[src/rtl/aas_map.svh]
// Purpose: Register indices, field positions, reset values and timing figures.
// Assumes: Printed offsets are word indices; the byte address is four times the index.
// Notes: Definitions only.
`ifndef AAS_MAP_SVH
`define AAS_MAP_SVH
// ----------------------------------------------------------------------------
// Register map
// ----------------------------------------------------------------------------
`define AAS_IDX_RESULT 18'h0402D
`define AAS_IDX_CONTROL 18'h0402E
`define AAS_ADDR_W 18
// ----------------------------------------------------------------------------
// Control fields
// ----------------------------------------------------------------------------
`define AAS_CTL_ON 15
`define AAS_CTL_GO 14
`define AAS_CTL_SLP 12
`define AAS_CTL_RATE_HI 5
`define AAS_CTL_RATE_LO 0
`define AAS_RATE_MANUAL 6'h00
`define AAS_RATE_RSVD 6'h20
`define AAS_RATE_SPLIT 6'h20
// ----------------------------------------------------------------------------
// Result fields and reset values
// ----------------------------------------------------------------------------
`define AAS_RES_SRC_HI 15
`define AAS_RES_SRC_LO 12
`define AAS_RES_DATA_HI 11
`define AAS_RES_DATA_LO 0
`define AAS_SRC_RESET 4'h0
`define AAS_DATA_RESET 12'h000
`define AAS_ZERO32 32'h00000000
// ----------------------------------------------------------------------------
// Timing
// ----------------------------------------------------------------------------
`define AAS_CLK_HZ 125000000
`endif

[src/rtl/aas_pkg.sv]
// Purpose: Shared types of the auxiliary converter sequencer.
// Assumes: Constants live in aas_map.svh.
// Notes: Nothing here is imported; users write aas_pkg::name.
package aas_pkg;
  // ----------------------------------------------------------------------------
  // Types
  // ----------------------------------------------------------------------------
  typedef enum logic [0:0] {
    AAS_IDLE = 1'b0,
    AAS_BUSY = 1'b1
  } aas_state_type;

  // One finished conversion: input code and result code travel together.
  typedef struct packed {
    logic [3:0] source;
    logic [11:0] code;
  } aas_result_type;
endpackage

[src/rtl/aas_rate_timer.sv]
// Purpose: Turns the 6-bit rate code into a periodic one-cycle tick.
// Assumes: CLK_HZ is the core clock rate; a phase accumulator avoids any divider.
// Notes: Manual and reserved codes give no tick.
`timescale 1ns/1ps
`include "aas_map.svh"
module aas_rate_timer #(
  parameter int unsigned CLK_HZ = `AAS_CLK_HZ
) (
  input wire logic core_clk,
  input wire logic rstn,
  input wire logic run,
  input wire logic [5:0] rate_code,
  output logic tick
);
  logic [31:0] sps;
  logic [31:0] acc_reg;
  logic [31:0] acc_next;
  logic [31:0] sum;
  logic tick_reg;
  logic tick_next;

  // ----------------------------------------------------------------------------
  // Rate decode and accumulator
  // ----------------------------------------------------------------------------
  // Low codes step by two per second, high codes by sixteen above the split.
  always_comb begin
    if (rate_code == `AAS_RATE_MANUAL || rate_code == `AAS_RATE_RSVD) begin
      sps = `AAS_ZERO32;
    end else if (rate_code < `AAS_RATE_SPLIT) begin
      sps = {25'h0000000, rate_code, 1'b0};
    end else begin
      sps = {22'h000000, rate_code - `AAS_RATE_SPLIT, 4'h0};
    end
    sum = acc_reg + sps;
    acc_next = `AAS_ZERO32;
    tick_next = 1'b0;
    if (run && sps != `AAS_ZERO32) begin
      if (sum >= CLK_HZ) begin
        acc_next = sum - CLK_HZ;
        tick_next = 1'b1;
      end else begin
        acc_next = sum;
      end
    end
  end

  // Registers the accumulator and the tick.
  always_ff @(posedge core_clk) begin
    if (!rstn) begin
      acc_reg <= `AAS_ZERO32;
      tick_reg <= 1'b0;
    end else begin
      acc_reg <= acc_next;
      tick_reg <= tick_next;
    end
  end

  assign tick = tick_reg;
endmodule // aas_rate_timer

[src/rtl/aas_top.sv]
// Purpose: Control and result registers of the auxiliary 12-bit converter, on APB.
// Assumes: Conversion core answers each start with one done pulse carrying data and source.
// Notes: Power state inputs are levels from the device power controller.
//
// How it works
// - Result register bits 15:12 report which input the latest result came from.
// - Result register bits 11:0 hold the unsigned 12-bit conversion code.
// - Control bit 15 powers the converter, resets low, clears in OFF state.
// - With nonzero rate, periodic conversions run only while bit 14 is set.
// - With rate zero, writing one to bit 14 requests one conversion.
// - In manual mode bit 14 clears itself when the conversion finishes.
// - Bit 12 low stops the converter in SLEEP; high follows bit 15.
// - Rate code: 0 manual, 1-31 twice code, 33-63 sixteen times excess.
`timescale 1ns/1ps
`include "aas_map.svh"
module aas_top #(
  parameter int unsigned CLK_HZ = `AAS_CLK_HZ
) (
  input wire logic core_clk,
  input wire logic rstn,
  input wire logic psel,
  input wire logic penable,
  input wire logic pwrite,
  input wire logic [`AAS_ADDR_W-1:0] paddr,
  input wire logic [31:0] pwdata,
  output logic [31:0] prdata,
  output logic pready,
  output logic pslverr,
  input wire logic pwr_state_off,
  input wire logic pwr_state_sleep,
  output logic adc_power,
  output logic conv_start,
  input wire logic conv_done,
  input wire aas_pkg::aas_result_type conv_result
);
  // ----------------------------------------------------------------------------
  // Declarations
  // ----------------------------------------------------------------------------
  logic [`AAS_ADDR_W-1:0] res_addr;
  logic [`AAS_ADDR_W-1:0] ctl_addr;
  logic acc_phase;
  logic hit_res;
  logic hit_ctl;
  logic wr_ctl;
  logic manual;
  logic active;
  logic tick;
  logic pready_reg, pready_next;
  logic pslverr_reg, pslverr_next;
  logic [31:0] prdata_reg, prdata_next;
  logic on_reg, on_next;
  logic go_reg, go_next;
  logic slp_reg, slp_next;
  logic [5:0] rate_reg, rate_next;
  aas_pkg::aas_result_type result_reg, result_next;
  aas_pkg::aas_state_type state_reg, state_next;
  logic start_reg, start_next;
  logic power_reg, power_next;

  // ----------------------------------------------------------------------------
  // Address decode
  // ----------------------------------------------------------------------------
  // Byte addresses are four times the register indices.
  assign res_addr = `AAS_ADDR_W'(`AAS_IDX_RESULT << 2);
  assign ctl_addr = `AAS_ADDR_W'(`AAS_IDX_CONTROL << 2);
  assign acc_phase = psel && penable;
  assign hit_res = paddr == res_addr;
  assign hit_ctl = paddr == ctl_addr;
  assign wr_ctl = acc_phase && pready_reg && pwrite && hit_ctl;
  assign manual = rate_reg == `AAS_RATE_MANUAL;
  // The converter runs when on, unless the device sleeps without permission.
  assign active = on_reg && (!pwr_state_sleep || slp_reg);

  // ----------------------------------------------------------------------------
  // Periodic tick source
  // ----------------------------------------------------------------------------
  aas_rate_timer #(
    .CLK_HZ(CLK_HZ)
  ) u_aas_rate_timer (
    .core_clk(core_clk),
    .rstn(rstn),
    .run(active && go_reg && !manual),
    .rate_code(rate_reg),
    .tick(tick)
  );

  // ----------------------------------------------------------------------------
  // APB slave
  // ----------------------------------------------------------------------------
  // Each access waits one cycle; read data is captured in the first access cycle.
  always_comb begin
    pready_next = acc_phase && !pready_reg;
    pslverr_next = acc_phase && !pready_reg && !hit_res && !hit_ctl;
    prdata_next = prdata_reg;
    if (acc_phase && !pready_reg) begin
      prdata_next = `AAS_ZERO32;
      if (!pwrite && hit_res) begin
        prdata_next[`AAS_RES_SRC_HI:`AAS_RES_DATA_LO] = result_reg;
      end else if (!pwrite && hit_ctl) begin
        prdata_next[`AAS_CTL_ON] = on_reg;
        prdata_next[`AAS_CTL_GO] = go_reg;
        prdata_next[`AAS_CTL_SLP] = slp_reg;
        prdata_next[`AAS_CTL_RATE_HI:`AAS_CTL_RATE_LO] = rate_reg;
      end
    end
  end

  // Registers the bus answer.
  always_ff @(posedge core_clk) begin
    if (!rstn) begin
      pready_reg <= 1'b0;
      pslverr_reg <= 1'b0;
      prdata_reg <= `AAS_ZERO32;
    end else begin
      pready_reg <= pready_next;
      pslverr_reg <= pslverr_next;
      prdata_reg <= prdata_next;
    end
  end

  // ----------------------------------------------------------------------------
  // Control register and sequencer
  // ----------------------------------------------------------------------------
  // Software writes land first; a completion in manual mode clears the go bit unless a new
  // write of one arrives in the same cycle, so the new request is kept.
  always_comb begin
    on_next = on_reg;
    go_next = go_reg;
    slp_next = slp_reg;
    rate_next = rate_reg;
    result_next = result_reg;
    state_next = state_reg;
    start_next = 1'b0;
    if (wr_ctl) begin
      on_next = pwdata[`AAS_CTL_ON];
      go_next = pwdata[`AAS_CTL_GO];
      slp_next = pwdata[`AAS_CTL_SLP];
      rate_next = pwdata[`AAS_CTL_RATE_HI:`AAS_CTL_RATE_LO];
    end
    unique case (state_reg)
      aas_pkg::AAS_IDLE: begin
        if (active && go_reg && (manual ? 1'b1 : tick)) begin
          start_next = 1'b1;
          state_next = aas_pkg::AAS_BUSY;
        end
      end
      aas_pkg::AAS_BUSY: begin
        if (conv_done) begin
          result_next = conv_result;
          state_next = aas_pkg::AAS_IDLE;
          if (manual && !(wr_ctl && pwdata[`AAS_CTL_GO])) begin
            go_next = 1'b0;
          end
        end
      end
    endcase
    if (pwr_state_off) begin
      on_next = 1'b0;
    end
    power_next = on_next && (!pwr_state_sleep || slp_next);
  end

  // Registers control state and outputs.
  always_ff @(posedge core_clk) begin
    if (!rstn) begin
      on_reg <= 1'b0;
      go_reg <= 1'b0;
      slp_reg <= 1'b0;
      rate_reg <= `AAS_RATE_MANUAL;
      result_reg <= {`AAS_SRC_RESET, `AAS_DATA_RESET};
      state_reg <= aas_pkg::AAS_IDLE;
      start_reg <= 1'b0;
      power_reg <= 1'b0;
    end else begin
      on_reg <= on_next;
      go_reg <= go_next;
      slp_reg <= slp_next;
      rate_reg <= rate_next;
      result_reg <= result_next;
      state_reg <= state_next;
      start_reg <= start_next;
      power_reg <= power_next;
    end
  end

  assign prdata = prdata_reg;
  assign pready = pready_reg;
  assign pslverr = pslverr_reg;
  assign conv_start = start_reg;
  assign adc_power = power_reg;
endmodule // aas_top

[config.mk]
export PLATFORM = sky130hd
export DESIGN_NAME = aas_top
export DESIGN_NICKNAME = d
export VERILOG_FILES = /design/src/rtl/aas_pkg.sv /design/src/rtl/aas_rate_timer.sv /design/src/rtl/aas_top.sv
export VERILOG_INCLUDE_DIRS = /design/src /design/src/rtl
export SDC_FILE = /design/constraint.sdc
export NUM_CORES = 1
export LEC_CHECK = 0
export BUFFER_PORTS_ARGS = -buffer_cell sky130_fd_sc_hd__buf_2
export CAP_MARGIN = 20
export CORE_MARGIN = 10
export CORE_UTILIZATION = 40
export CTS_BUF_LIST = sky130_fd_sc_hd__clkbuf_16
export CTS_CLUSTER_DIAMETER = 150
export DETAILED_ROUTE_END_ITERATION = 16
export GPL_TIMING_DRIVEN = 1
export SLEW_MARGIN = 5
export SYNTH_ARGS = -nofsm -noshare
export SYNTH_HDL_FRONTEND = slang
export SYNTH_SLANG_ARGS = --single-unit
[constraint.sdc]
create_clock -name core_clk -period 4.5 [get_ports core_clk]
set_clock_uncertainty 0.2 [all_clocks]
set_input_delay 0.9 -clock core_clk [delete_from_list [all_inputs] [get_ports core_clk]]
set_output_delay 0.9 -clock core_clk [all_outputs]
set_load 0.01 [all_outputs]
==> run_results.csv <==
group,metric,value,unit
grt,grt_pass1_vias,4250,
setup_path,startpoint,"rate_reg[5]$_SDFFE_PN0P_",
routing,final_antenna_net_count,0,
timing,timing.fmax,241,MHz
setup_path,endpoint_kind,"flop",
yosys,async_flop_share,0,
routing,initialDrtViolationCount,316,
clock_tree,clock_path_buffers,2,
setup_path,crit_chain,"mux2_2 -> ha_1 -> a21oi_1 -> o22ai_1 -> buf_4 -> o21a_1 -> or4_1 -> o211a_2 -> a211oi_2 -> a21oi_2 -> buf_4 -> o31a_1 -> nor3_1",
floorplan,rows,39,
timing,finalSetupViolCount,0,
grt,grt_pass1_wl,20.8,mm
pwr,power_density,259,mW/mm^2
floorplan,coreArea,0.0115,mm^2
clock_tree,insertion_delay,340,ps
place,numPortBuffers,70,
floorplan,dieWidth,129,um
place,hpwlAfterDp,9.60,mm
yosys,ys_warn_count,0,
yosys,synth_cells,580,
clock_tree,cts-root-buf,"clkbuf_16",
final_layout,post-route-util,0.482,
setup_path,crit_type,"reg2reg",
timing,relSlewSlack,0.556,
yosys,ys_seq_area_frac,0.329,
setup_path,cp-start-kind,"flop",
yosys,ys_ff_latch,78,
setup_path,cp_common_cell,"buf_4",
yosys,syn-cell-area,0.00475,mm^2
floorplan,start_util,0.413,
setup_path,crit_required,4560,ps
routing,dr.pass1.iters,5,
final_layout,drive_gt1_frac,0.201,
routing,avgViaCountPerCell,5.48,
routing,wl_per_cell,15.7,um
floorplan,die_area,0.0166,mm^2
routing,routed.top_layer,"met4",
setup_path,cp_slowest_cell,"or4_1",
final_layout,syn2layout_area_growth,16.8,%
final_layout,finalNetCount,738,
timing,tightest_slew,661,ps
routing,drc,0,
grt,gr-total-overflow,0,
pwr,ir_drop,0.000180,V
clock_tree,clock_sinks,78,
yosys,synth.avg_cell_area,8.19,um^2
yosys,yosysTopAreaCellShare,0.329,
grt,antenna_found_initial,0,
pwr,p_total,0.00144,W
setup_path,critPathMaxStageDelay,580,ps
yosys,synth_edf_count,0,
timing,finalHoldViolations,0,
final_layout,largest_register_ffs,31,
grt,grt.total_usage,0.151,
timing,finalSetupTns,0,ps
routing,wl_met2,5.95,mm
pwr,p_leak,2.10,nW
clock_tree,cts_tree,"done",
clock_tree,hold_buffers,0,
timing,period_needed,4160,ps
final_layout,n_fill_cell,1115,
yosys,synth.distinct_cells,75,
flow_run,maxCapViolations,0,
grt,grt_max_degree,28,
setup_path,critPathBufInv,2,
timing,rsz0062_at_grt,"false",
floorplan,ios,110,
setup_path,cp.arrival,4220,ps
yosys,synthTopCellsByArea,"dfxtp_1, xnor2_1, nor2_1, nand2_1, a21oi_1",
clock_tree,clkTransAtPathRegs,60,ps
yosys,ys.flop_type,"dfxtp_1",
timing,maxSlewViolCount,0,
place,gp_congestion,0.903,
hold_path,hold_start,"prdata[11]$_SDFFE_PN0P_",
floorplan,die_y,129,um
setup_path,crit_path_max_fanout,12,
hold_path,min_path_type,"reg2reg",
final_layout,n_antenna_cell,0,
routing,m1WireLength,5.51,mm
setup_path,cp_top_family,"compound AO/OA/AOI/OAI gates",
status,status,"finished clean",
clock_tree,h-tree-depth,3,
routing,dr_wl_met3,925,um
yosys,yosysTopAreaCell,"dfxtp_1",
timing,finalCritPeriodShare,0.923,
routing,dr_total_vias,4389,
routing,wirelength,12.6,mm
setup_path,regToRegStartpoint,"rate_reg[5]$_SDFFE_PN0P_",
clock_tree,cts_inserted_buffers,9,
## stage by stage
stage / hold WS (ps) / worst slack, ps / cells / cell area, um^2
final: 252 / 345 / 801 / 5550
after global routing: 279 / 71.3 / 801 / 5550
after CTS: 255 / 25.4 / 801 / 5520
after detailed placement: 248 / 71.0 / 785 / 5250
after global placement: 241 / 137 / 784 / 5240
after floorplan: 236 / 604 / 595 / 4810
## final timing paths
| path | to | slack [ps] | cells past startpoint |
|---|---|---|---|
| max | u_aas_rate_timer.acc_reg[25]$_SDFF_PN0_ | 340 | 13 |
| min | prdata[11]$_SDFFE_PN0P_ | 250 | 2 |
| max reg2reg | u_aas_rate_timer.acc_reg[25]$_SDFF_PN0_ | 340 | 13 |
| min reg2reg | prdata[11]$_SDFFE_PN0P_ | 250 | 2 |
## worst min-delay path, cell delays in order, from the launching register on
cell	delay (ps)
dfxtp_1	300
nand2_1	50
a21oi_1	50
## cells in the final DEF, fill, tap and decap left out, types with 4 or more instances in the layout
master      n
clkbuf_16   9
xnor2_1    34
inv_1      13
or3_1       4
o21ai_0    13
conb_1     16
a21o_1      4
and4_1      5
nor4_1      4
o2111ai_1   6
nor2b_1     6
buf_4      16
buf_2      70
nand4_1     8
nor3_2      4
a21oi_1    42
a221oi_1   10
o211ai_1    8
o21a_1      8
nand2_1    60
xor2_1     18
nor2_1     66
ha_1       10
and2_1     16
nand3_1    11
nor4b_1     4
dfxtp_1    77
nor3_1     22
mux2i_1    10
## layer usage
metal | vias up | track usage
li1 | 2195 | -
met1 | 2033 | 0.189
met2 | 144 | 0.246
met3 | 17 | 0.0370
met4 | 0 | 0.0542
met5 | - | 0
## synth_stat cells (all sizes together), types with 3 or more instances
| cell type | count |
|---|---|
| xnor2 | 34 |
| and2 | 16 |
| xor2 | 18 |
| and3 | 3 |
| mux2i | 10 |
| nor2b | 6 |
| a21oi | 45 |
| and4 | 6 |
| or3 | 4 |
| o21ai | 19 |
| clkbuf | 16 |
| a221oi | 10 |
| or4 | 3 |
| nand3 | 11 |
| nor3 | 26 |
| nand2b | 3 |
| dfxtp | 78 |
| ha | 10 |
| a21o | 4 |
| nand4 | 8 |
| o2111ai | 6 |
| a31oi | 4 |
| o31ai | 3 |
| nor2 | 66 |
| a211oi | 6 |
| o21a | 9 |
| nor4b | 5 |
| nand2 | 61 |
| o22ai | 3 |
| inv | 13 |
| o211ai | 9 |
| o211a | 3 |
| buf | 25 |
| nor4 | 5 |
## area by class of cell
type                            instances  area (um^2)  share of cell area
Clock buffer                            9          225              0.0406
Sequential cell                        78         1560               0.282
Timing Repair Buffer                   88          502              0.0905
Multi-Input combinational cell        462         2980               0.536
Tap cell                              143          179              0.0323
Clock inverter                          7         50.0             0.00902
Inverter                               14         52.6             0.00947
## cell families after synthesis
logic type      count (synthesis)  synth area share
xor+xnor                       52            0.0959
buf+inv                        55            0.0627
flops                          78             0.329
fa+ha+maj                      11            0.0306
mux                            12            0.0258
other cells                     1          0.000789
simple gates                  232             0.245
compound gates                139             0.211
## where the power goes
| group | switching, W | internal (W) |
|---|---|---|
| logic | 0.0000366 | 0.0000286 |
| registers | 0.00000279 | 0.000696 |
| clock network | 0.000299 | 0.000374 |
## repair_timing
item	in CTS	in global routing
resized for setup	0	4
buffers inserted	0	0
setup endpoints to repair	0	9
Power figures use the tool's default switching activity.
